===== src/inc/dma_mode_pkg.sv =====
// Purpose: shared constants and types for one external-request DMA channel
// Assumes: 32-bit register port, byte offsets four apart, 100 MHz MCLK
// Notes:   bit positions of the mode control word are fixed by the channel layout
package dma_mode_pkg;

  // ****************************************************************
  // register port
  // ****************************************************************
  localparam int ADDR_W = 8;
  localparam int DATA_W = 32;

  localparam logic [7:0] OFS_CTRL = 8'h00;
  localparam logic [7:0] OFS_SRC = 8'h04;
  localparam logic [7:0] OFS_DST = 8'h08;
  localparam logic [7:0] OFS_COUNT = 8'h0C;
  localparam logic [7:0] OFS_BLKSZ = 8'h10;
  localparam logic [7:0] OFS_ISTAT = 8'h14;
  localparam logic [7:0] OFS_IMASK = 8'h18;

  // ****************************************************************
  // mode control word fields
  // ****************************************************************
  localparam int BIT_ACTIVE = 15;
  localparam int BIT_BEF = 14;
  localparam int BIT_RAKE = 13;
  localparam int BIT_TENDE = 12;
  localparam int BIT_SENSE = 11;
  localparam int BIT_MDS_HI = 9;
  localparam int BIT_MDS_LO = 8;

  localparam logic [1:0] MODE_EXT_NORMAL = 2'h2;
  localparam logic [1:0] MODE_EXT_BLOCK = 2'h3;

  // interrupt status and mask bits
  localparam int INT_END = 0;
  localparam int INT_BEF = 1;
  localparam int INT_W = 2;

  // ****************************************************************
  // values after reset
  // ****************************************************************
  localparam logic RST_FLAG = 1'b0;
  localparam logic [1:0] RST_MODE = 2'h0;
  localparam logic [31:0] RST_ADDR = 32'h0000_0000;
  localparam logic [INT_W-1:0] RST_INT = 2'h0;
  localparam logic [DATA_W-1:0] RST_RDATA = 32'h0000_0000;

  localparam logic [31:0] ADDR_STEP = 32'h0000_0004;

  typedef enum logic [1:0]
  {
    ST_IDLE = 2'h0,
    ST_WAIT = 2'h1,
    ST_XFER = 2'h3
  } state_t;

  typedef struct packed
  {
    logic [ADDR_W-1:0] addr;
    logic [DATA_W-1:0] wdata;
    logic wr;
    logic rd;
  } bus_req_t;

  typedef struct packed
  {
    logic strobe;
    logic [31:0] src;
    logic [31:0] dst;
  } beat_t;

endpackage


===== src/verilog/req_sense.sv =====
// Purpose: detects a transfer request on the active-low external request pin
// Assumes: pin already synchronous to clk
// Notes:   first request after arming is always taken on a low level
module req_sense
(
  input wire logic clk,       // system clock
  input wire logic rst_b,     // async reset, active low
  input wire logic req_b,     // external request pin, active low
  input wire logic edge_mode, // 1 falling edge, 0 low level
  input wire logic arm,       // channel just enabled
  input wire logic take,      // request consumed this cycle
  output logic hit            // a request is pending
);

  logic prev_q;
  logic fall_q;
  logic first_q;

  always_ff @(posedge clk or negedge rst_b)
  begin
    if (!rst_b)
      prev_q <= 1'b1;
    else
      prev_q <= req_b;
  end

  // an edge seen in the same cycle as a level-taken first request is that request
  always_ff @(posedge clk or negedge rst_b)
  begin
    if (!rst_b)
      fall_q <= 1'b0;
    else if (arm)
      fall_q <= 1'b0;
    else if (prev_q && !req_b && !(take && first_q))
      fall_q <= 1'b1;
    else if (take)
      fall_q <= 1'b0;
  end

  always_ff @(posedge clk or negedge rst_b)
  begin
    if (!rst_b)
      first_q <= 1'b0;
    else if (arm)
      first_q <= 1'b1;
    else if (take)
      first_q <= 1'b0;
  end

  assign hit = (!edge_mode || first_q) ? !req_b : fall_q;
endmodule // req_sense


===== src/verilog/dma_mode_chan.sv =====
// Purpose: one external DMA channel with block error flag, pin enables, request sensing
// Assumes: plain register port, read data one cycle after the read strobe
// Notes:   pins are active low; a disabled pin sits high with its enable low-active off
//
// What this block does
// - NMI in block transfer aborts, sets error flag
// - after abort addresses point at next transfer
// - error flag clears by read-1 then write-0
// - flag, enables, sense select reset to zero
// - acknowledge enable bit gates acknowledge pin
// - end enable bit gates transfer-end pin
// - sense select: low level or falling edge
// - first request after enable is level sensed
// - reset, NMI, standby clear channel active
// - mode 10 or 11 means external request
//
// The plain strobed port and the register offsets were chosen for this implementation.
module dma_mode_chan
#(
  parameter int CNT_W = 16, // transfer counter width
  parameter int BLK_W = 8   // block size width
)
(
  input wire logic MCLK,                                  // 100 MHz system clock
  input wire logic RST_B,                                 // async reset, active low
  input wire logic [dma_mode_pkg::ADDR_W-1:0] ADDR,       // register byte address
  input wire logic [dma_mode_pkg::DATA_W-1:0] WDATA,      // write data
  input wire logic WR,                                    // write strobe
  input wire logic RD,                                    // read strobe
  output logic [dma_mode_pkg::DATA_W-1:0] RDATA,          // read data, cycle after RD
  input wire logic EXT_REQUEST_PIN_B,                     // external request, active low
  input wire logic NMI,                                   // non-maskable interrupt
  input wire logic STANDBY_B,                             // hardware standby, active low
  output logic REQ_ACK_PIN_B,                             // acknowledge/start, active low
  output logic REQ_ACK_OE_B,                              // acknowledge pin drive, low on
  output logic XFER_END_PIN_B,                            // transfer end, active low
  output logic XFER_END_OE_B,                             // end pin drive, low on
  output dma_mode_pkg::beat_t BEAT,                       // one data move per strobe
  output logic IRQ                                        // unmasked status pending
);

  // ****************************************************************
  // decode
  // ****************************************************************
  function automatic logic sel(input logic [dma_mode_pkg::ADDR_W-1:0] a,
                               input logic [dma_mode_pkg::ADDR_W-1:0] ofs);
    sel = (a == ofs);
  endfunction

  dma_mode_pkg::bus_req_t bus;
  assign bus = '{addr: ADDR, wdata: WDATA, wr: WR, rd: RD};

  logic wr_ctrl;
  logic rd_ctrl;
  logic wr_src;
  logic wr_dst;
  logic wr_count;
  logic wr_blksz;
  logic wr_istat;
  logic wr_imask;
  assign wr_ctrl = bus.wr && sel(bus.addr, dma_mode_pkg::OFS_CTRL);
  assign rd_ctrl = bus.rd && sel(bus.addr, dma_mode_pkg::OFS_CTRL);
  assign wr_src = bus.wr && sel(bus.addr, dma_mode_pkg::OFS_SRC);
  assign wr_dst = bus.wr && sel(bus.addr, dma_mode_pkg::OFS_DST);
  assign wr_count = bus.wr && sel(bus.addr, dma_mode_pkg::OFS_COUNT);
  assign wr_blksz = bus.wr && sel(bus.addr, dma_mode_pkg::OFS_BLKSZ);
  assign wr_istat = bus.wr && sel(bus.addr, dma_mode_pkg::OFS_ISTAT);
  assign wr_imask = bus.wr && sel(bus.addr, dma_mode_pkg::OFS_IMASK);

  // ****************************************************************
  // state
  // ****************************************************************
  dma_mode_pkg::state_t state_q;
  logic active_q;
  logic bef_q;
  logic bef_armed_q;
  logic rake_q;
  logic tende_q;
  logic sense_q;
  logic [1:0] mode_q;
  logic stop_pend_q;
  logic [31:0] src_q;
  logic [31:0] dst_q;
  logic [CNT_W-1:0] count_q;
  logic [BLK_W-1:0] blksz_q;
  logic [BLK_W-1:0] blk_left_q;
  logic [dma_mode_pkg::INT_W-1:0] istat_q;
  logic [dma_mode_pkg::INT_W-1:0] imask_q;

  logic ext_mode;
  logic block_mode;
  logic stop;
  logic req_hit;
  logic take;
  logic arm;
  logic beat;
  logic last_beat;
  logic block_end;
  logic finish;
  logic nmi_abort;
  logic in_block;

  assign ext_mode = mode_q[1];
  assign block_mode = (mode_q == dma_mode_pkg::MODE_EXT_BLOCK);
  assign stop = NMI || !STANDBY_B;
  assign in_block = (state_q == dma_mode_pkg::ST_XFER) && block_mode;
  assign nmi_abort = NMI && in_block;
  assign take = (state_q == dma_mode_pkg::ST_WAIT) && active_q && !stop && req_hit;
  assign beat = (state_q == dma_mode_pkg::ST_XFER) && !stop;
  assign last_beat = (count_q == CNT_W'(1));
  assign block_end = (blk_left_q == BLK_W'(1));
  assign finish = beat && last_beat;
  assign arm = wr_ctrl && bus.wdata[dma_mode_pkg::BIT_ACTIVE] && !active_q;

  req_sense u_sense
  (
    .clk(MCLK),
    .rst_b(RST_B),
    .req_b(EXT_REQUEST_PIN_B),
    .edge_mode(sense_q),
    .arm(arm),
    .take(take),
    .hit(req_hit)
  );

  // ****************************************************************
  // transfer sequencer
  // ****************************************************************
  always_ff @(posedge MCLK or negedge RST_B)
  begin
    if (!RST_B)
      state_q <= dma_mode_pkg::ST_IDLE;
    else
    begin
      case (state_q)
        dma_mode_pkg::ST_IDLE:
          if (active_q && !stop)
            state_q <= ext_mode ? dma_mode_pkg::ST_WAIT : dma_mode_pkg::ST_XFER;
        dma_mode_pkg::ST_WAIT:
          if (stop || !active_q)
            state_q <= dma_mode_pkg::ST_IDLE;
          else if (take)
            state_q <= dma_mode_pkg::ST_XFER;
        dma_mode_pkg::ST_XFER:
          if (stop || finish)
            state_q <= dma_mode_pkg::ST_IDLE;
          else if (!ext_mode)
          begin
            if (!active_q)
              state_q <= dma_mode_pkg::ST_IDLE;
          end
          else if (block_end)
            state_q <= (stop_pend_q || !active_q) ? dma_mode_pkg::ST_IDLE
                                                  : dma_mode_pkg::ST_WAIT;
        default:
          state_q <= dma_mode_pkg::ST_IDLE;
      endcase
    end
  end

  // beats left in the current block; normal transfer is a block of one
  always_ff @(posedge MCLK or negedge RST_B)
  begin
    if (!RST_B)
      blk_left_q <= '0;
    else if (take)
      blk_left_q <= block_mode ? blksz_q : BLK_W'(1);
    else if (beat && !block_end)
      blk_left_q <= blk_left_q - BLK_W'(1);
  end

  // ****************************************************************
  // channel active
  // ****************************************************************
  // a software stop during a block waits for the block to finish
  always_ff @(posedge MCLK or negedge RST_B)
  begin
    if (!RST_B)
      active_q <= dma_mode_pkg::RST_FLAG;
    else if (stop)
      active_q <= 1'b0;
    else if (finish || (beat && block_end && stop_pend_q))
      active_q <= 1'b0;
    else if (wr_ctrl && bus.wdata[dma_mode_pkg::BIT_ACTIVE])
      active_q <= 1'b1;
    else if (wr_ctrl && !in_block)
      active_q <= 1'b0;
  end

  always_ff @(posedge MCLK or negedge RST_B)
  begin
    if (!RST_B)
      stop_pend_q <= 1'b0;
    else if (state_q == dma_mode_pkg::ST_IDLE)
      stop_pend_q <= 1'b0;
    else if (wr_ctrl && in_block && !bus.wdata[dma_mode_pkg::BIT_ACTIVE])
      stop_pend_q <= 1'b1;
  end

  // ****************************************************************
  // block error flag
  // ****************************************************************
  always_ff @(posedge MCLK or negedge RST_B)
  begin
    if (!RST_B)
      bef_armed_q <= 1'b0;
    else if (!bef_q)
      bef_armed_q <= 1'b0;
    else if (rd_ctrl)
      bef_armed_q <= 1'b1;
  end

  // set beats clear; a write of one is ignored
  always_ff @(posedge MCLK or negedge RST_B)
  begin
    if (!RST_B)
      bef_q <= dma_mode_pkg::RST_FLAG;
    else if (nmi_abort)
      bef_q <= 1'b1;
    else if (wr_ctrl && !bus.wdata[dma_mode_pkg::BIT_BEF] && bef_armed_q)
      bef_q <= 1'b0;
  end

  // ****************************************************************
  // mode bits
  // ****************************************************************
  always_ff @(posedge MCLK or negedge RST_B)
  begin
    if (!RST_B)
    begin
      rake_q <= dma_mode_pkg::RST_FLAG;
      tende_q <= dma_mode_pkg::RST_FLAG;
      sense_q <= dma_mode_pkg::RST_FLAG;
      mode_q <= dma_mode_pkg::RST_MODE;
    end
    else if (wr_ctrl)
    begin
      rake_q <= bus.wdata[dma_mode_pkg::BIT_RAKE];
      tende_q <= bus.wdata[dma_mode_pkg::BIT_TENDE];
      sense_q <= bus.wdata[dma_mode_pkg::BIT_SENSE];
      mode_q <= bus.wdata[dma_mode_pkg::BIT_MDS_HI:dma_mode_pkg::BIT_MDS_LO];
    end
  end

  // ****************************************************************
  // address and count registers
  // ****************************************************************
  // addresses step on every beat, so an abort leaves the next addresses behind
  always_ff @(posedge MCLK or negedge RST_B)
  begin
    if (!RST_B)
    begin
      src_q <= dma_mode_pkg::RST_ADDR;
      dst_q <= dma_mode_pkg::RST_ADDR;
    end
    else if (beat)
    begin
      src_q <= src_q + dma_mode_pkg::ADDR_STEP;
      dst_q <= dst_q + dma_mode_pkg::ADDR_STEP;
    end
    else
    begin
      if (wr_src)
        src_q <= bus.wdata;
      if (wr_dst)
        dst_q <= bus.wdata;
    end
  end

  always_ff @(posedge MCLK or negedge RST_B)
  begin
    if (!RST_B)
      count_q <= '0;
    else if (beat)
      count_q <= count_q - CNT_W'(1);
    else if (wr_count)
      count_q <= bus.wdata[CNT_W-1:0];
  end

  always_ff @(posedge MCLK or negedge RST_B)
  begin
    if (!RST_B)
      blksz_q <= BLK_W'(1);
    else if (wr_blksz)
      blksz_q <= bus.wdata[BLK_W-1:0];
  end

  // ****************************************************************
  // interrupts
  // ****************************************************************
  logic [dma_mode_pkg::INT_W-1:0] int_set;
  assign int_set = {nmi_abort, finish};

  always_ff @(posedge MCLK or negedge RST_B)
  begin
    if (!RST_B)
      istat_q <= dma_mode_pkg::RST_INT;
    else if (wr_istat)
      istat_q <= (istat_q & ~bus.wdata[dma_mode_pkg::INT_W-1:0]) | int_set;
    else
      istat_q <= istat_q | int_set;
  end

  always_ff @(posedge MCLK or negedge RST_B)
  begin
    if (!RST_B)
      imask_q <= dma_mode_pkg::RST_INT;
    else if (wr_imask)
      imask_q <= bus.wdata[dma_mode_pkg::INT_W-1:0];
  end

  always_ff @(posedge MCLK or negedge RST_B)
  begin
    if (!RST_B)
      IRQ <= 1'b0;
    else
      IRQ <= |(istat_q & imask_q);
  end

  // ****************************************************************
  // pins and beat output
  // ****************************************************************
  always_ff @(posedge MCLK or negedge RST_B)
  begin
    if (!RST_B)
    begin
      REQ_ACK_PIN_B <= 1'b1;
      REQ_ACK_OE_B <= 1'b1;
      XFER_END_PIN_B <= 1'b1;
      XFER_END_OE_B <= 1'b1;
    end
    else
    begin
      REQ_ACK_PIN_B <= !(rake_q && take);
      REQ_ACK_OE_B <= !rake_q;
      XFER_END_PIN_B <= !(tende_q && finish);
      XFER_END_OE_B <= !tende_q;
    end
  end

  always_ff @(posedge MCLK or negedge RST_B)
  begin
    if (!RST_B)
      BEAT <= '0;
    else
      BEAT <= '{strobe: beat, src: src_q, dst: dst_q};
  end

  // ****************************************************************
  // register read
  // ****************************************************************
  logic [dma_mode_pkg::DATA_W-1:0] ctrl_word;
  always_comb
  begin
    ctrl_word = '0;
    ctrl_word[dma_mode_pkg::BIT_ACTIVE] = active_q;
    ctrl_word[dma_mode_pkg::BIT_BEF] = bef_q;
    ctrl_word[dma_mode_pkg::BIT_RAKE] = rake_q;
    ctrl_word[dma_mode_pkg::BIT_TENDE] = tende_q;
    ctrl_word[dma_mode_pkg::BIT_SENSE] = sense_q;
    ctrl_word[dma_mode_pkg::BIT_MDS_HI:dma_mode_pkg::BIT_MDS_LO] = mode_q;
  end

  // unmapped addresses read as zero
  always_ff @(posedge MCLK or negedge RST_B)
  begin
    if (!RST_B)
      RDATA <= dma_mode_pkg::RST_RDATA;
    else if (!bus.rd)
      RDATA <= dma_mode_pkg::RST_RDATA;
    else
    begin
      case (bus.addr)
        dma_mode_pkg::OFS_CTRL: RDATA <= ctrl_word;
        dma_mode_pkg::OFS_SRC: RDATA <= src_q;
        dma_mode_pkg::OFS_DST: RDATA <= dst_q;
        dma_mode_pkg::OFS_COUNT: RDATA <= 32'(count_q);
        dma_mode_pkg::OFS_BLKSZ: RDATA <= 32'(blksz_q);
        dma_mode_pkg::OFS_ISTAT: RDATA <= 32'(istat_q);
        dma_mode_pkg::OFS_IMASK: RDATA <= 32'(imask_q);
        default: RDATA <= dma_mode_pkg::RST_RDATA;
      endcase
    end
  end
endmodule // dma_mode_chan


===== config.mk =====
export PLATFORM = sky130hd
export DESIGN_NAME = dma_mode_chan
export DESIGN_NICKNAME = d
export VERILOG_FILES = /design/src/inc/dma_mode_pkg.sv /design/src/verilog/req_sense.sv /design/src/verilog/dma_mode_chan.sv
export SDC_FILE = /design/constraint.sdc
export NUM_CORES = 1
export LEC_CHECK = 0
export BUFFER_PORTS_ARGS = -buffer_cell sky130_fd_sc_hd__clkbuf_2
export CAP_MARGIN = 15
export CORE_MARGIN = 1
export CORE_UTILIZATION = 30
export CTS_CLUSTER_DIAMETER = 100
export DETAILED_ROUTE_END_ITERATION = 8
export GPL_ROUTABILITY_DRIVEN = 0
export GPL_TIMING_DRIVEN = 0
export SLEW_MARGIN = 20
export SYNTH_ARGS = -nofsm -noshare
export SYNTH_HDL_FRONTEND = slang
export SYNTH_SLANG_ARGS = --single-unit

===== constraint.sdc =====
create_clock -name MCLK -period 2.8 [get_ports MCLK]
set_clock_uncertainty 0.1 [all_clocks]
set_input_delay 0.42 -clock MCLK [delete_from_list [all_inputs] [get_ports MCLK]]
set_output_delay 0.42 -clock MCLK [all_outputs]
set_load 0.02 [all_outputs]

==> run metrics <==
status finished, violations left; failing checks DRC; WL final 31900 um; Net Switching 1.74 mW; Sw Ratio 0.250; Die Width 180 um; crit end category flip-flop; Critical Setup Path Class flip-flop to flip-flop; reg2reg start state_q[0]$_DFFE_PN0P_; FP Rows 64; initial core utilization 0.307; WL per Instance 21.1 um; first-pass GRT wire length 48700 um; number of global-route vias before repair 8046; worst slew pin tran 0.840 ns; pre-CTS setup slack -0.420 ns; Area contributors post-synth dfrtp_1, nand2_1, nor2_1; Crit. Startpoint state_q[0]$_DFFE_PN0P_; flop-to-flop setup slack 0.15 ns; hold path start WDATA[7]; Residual DRC 10; FMAX 0.377 GHz; Yosys top cell by area dfrtp_1; DRT iter0 DRCs 997; syn_area_per_cell 10.2 um^2; Leak 5.25 nW; CP arrival 2.92 ns; # IOs 149; NumNets Final 1157; TritonCTS clock tree built; Mapped Cells 927; Core Util, Final 0.375; Hold Crit Endpoint count_q[7]$_DFFE_PN0P_; pwr/cell area 599 nW/um^2; Startpoint Class flip-flop; final setup margin 0.150 ns; Area Overhead vs Synth 22.1%; Internal Pwr Total 5.21 mW; detailed placer's ending HPWL 23600 um; clock share of power 0.435; RSZ-0062 raised after global routing false; Primary FF master, synth dfrtp_1; Mapped Nets 980; Min-Delay Path Class primary input to flip-flop; fin crit period 2.65 ns; crit-path max FO 9; yosys warns 0; Synth Cell Area 9500 um^2; Yosys cell types 65; most frequent cells after synthesis dfrtp_1, nand2_1, nor2_1; peak supply drop 0.375 mV; Hold WS 0.0433 ns; Root Buffer clkbuf_16; CP Cell Sequence buf_2 -> nand4b_1 -> inv_2 -> nand2_1 -> or3_1 -> nor4b_4 -> nor3_1; Sequential Area 5410 um^2; DIE HEIGHT 180 um; Async SR Flop Fraction 1.00; Congestion Overflow GR 0; n_diodes 0; relative max-transition margin 0.436; antenna-violating nets left 0; final setup fails 0; top cell type's share of synthesized area 0.553; router iterations before antenna repair 8; sequential-to-total area share from yosys stat 0.570; initial antenna violation count 1; Post-synth EDFFs 0; Slew Viols, Final 0; via count of the routed design 8459; clk slew on worst S/H paths 0.06 ns; total die area 32400 um^2; Combinational Power Share 0.072; port bufs 147; R2R Path End state_q[0]$_DFFE_PN0P_; most common cell in the netlist dfrtp_1; Worst EP required 3.07 ns; Fin. Hold Viols 0; vias per cell 5.59; sequential fraction of design power 0.494; Overall Global Routing Usage 0.195; share of layout cells above drive strength 1 0.213; Filler Cell Count 3095; setup TNS 0 ns; Sink Count 216; crit share post-route 0.947; Max-Cap Viols 0; area of the multi-input gates 3870 um^2; largest net degree at the start of global routing 89; Clock Latency Late Sink 0.53 ns; setup bufs post-CTS 0; Max stage delay on crit path 0.47 ns; # H-tree levels 1; Slowest cell on crit path nor4b_4; Reg2Reg Depth 7; Core Area 30900 um^2; cts bufs inserted 24; clk buf depth 3; Worst Hold Depth 3; Seq cells post-synth 216
## worst max-delay path, delay by kind of cell, from the launching register on
kind | cells | cell delay [ns]
buf+inv | 2 | 0.51
flops | 1 | 0.32
simple gates | 5 | 1.57
## timing repair
action,in CTS,in global routing
pin swaps,0,0
endpoints found under the hold margin,57,0
gates resized for setup,6,17
cloned,0,0
endpoints found under the setup margin,40,36
hold buffers,2,0
## placed cells by master (no fill, tap or decap), types with 5 or more instances in the layout
cell / count
dfrtp_1: 210
clkbuf_2: 156
nand2_1: 103
nor2_1: 100
nand3_1: 58
a21oi_1: 39
clkbuf_1: 37
o21ai_0: 32
nor3_1: 29
o211ai_1: 24
clkbuf_16: 24
a22oi_1: 23
inv_1: 21
a211oi_1: 17
and3_1: 16
mux2_2: 16
nand4_1: 15
mux2i_1: 14
a31oi_1: 12
a221oi_1: 10
and4_1: 9
o22ai_1: 9
o311ai_0: 8
a311oi_1: 7
dfstp_2: 6
and2_1: 6
a22o_1: 6
or4_1: 6
ha_1: 6
xnor2_1: 5
nor4_1: 5
xor2_1: 5
clkbuf_8: 5
## cells by family (layout without fill, tap and decap cells)
| group | count (synthesis) | in the layout | share of synthesized area |
|---|---|---|---|
| DFF | 216 | 216 | 0.570 |
| buffers and inverters | 67 | 258 | 0.0267 |
| AOI/OAI and AO/OA | 215 | 215 | 0.157 |
| xor gates and xnor gates | 10 | 10 | 0.00922 |
| muxes | 30 | 30 | 0.0337 |
| and+or+nand+nor | 383 | 383 | 0.196 |
| adders and majority gates | 6 | 6 | 0.00790 |
## routing by layer
metal,routed length (um),up-vias,share of wire,GRT usage
met4,934,2,0.029,0.0600
li1,-,3756,-,-
met5,17,-,0.00053,0
met3,2700,75,0.085,0.0314
met1,13500,4218,0.42,0.271
met2,14700,408,0.46,0.311
## state kept, by name (all words and copies together) (netlist names), 2 cells and up
signal      flops
count_q        16
src_q          32
mode_q          2
istat_q         2
blksz_q         8
imask_q         2
RDATA          32
blk_left_q      8
BEAT           65
dst_q          32
state_q         2
## how the worst max path moves through the flow
stage | endpoint | slack, ns | cells past startpoint
after global routing | RDATA[12]$_DFF_PN0_ | 0.03 | 7
after floorplan | count_q[14]$_DFFE_PN0P_ | 0.53 | 5
after CTS | count_q[10]$_DFFE_PN0P_ | 0.009 | 8
after detailed placement | dst_q[6]$_DFFE_PN0P_ | -0.42 | 8
after global placement | RDATA[2]$_DFF_PN0_ | -3.07 | 1
final | state_q[0]$_DFFE_PN0P_ | 0.15 | 7
## per-stage QoR
stage          instances  cell area, um^2  power (mW)
2_1_floorplan        927             9500        3.68
3_3_place_gp        1470            10700        3.96
3_5_place_dp        1472            10800        3.98
4_1_cts             1514            11600        7.00
5_1_grt             1514            11600        7.19
6_report            1514            11600        6.95
## final cells by class
| cell class | count | area share |
|---|---|---|
| Tap cell | 396 | 0.0427 |
| Buffer | 45 | 0.0158 |
| Timing Repair Buffer | 151 | 0.0706 |
| Clock buffer | 35 | 0.0588 |
| Inverter | 22 | 0.00712 |
| Multi-Input combinational cell | 644 | 0.333 |
| Sequential cell | 216 | 0.466 |
| Clock inverter | 5 | 0.00528 |
## power groups by stage
| stage | Sequential, mW | Clock, mW | Combinational, mW |
|---|---|---|---|
| floorplan | 3.50 | 0 | 0.175 |
| finish | 3.43 | 3.02 | 0.498 |
| global route | 3.45 | 3.19 | 0.548 |
| global placement | 3.48 | 0 | 0.479 |
| CTS | 3.43 | 3.07 | 0.502 |
| detailed placement | 3.48 | 0 | 0.496 |
(Power assumes the default switching activity.)
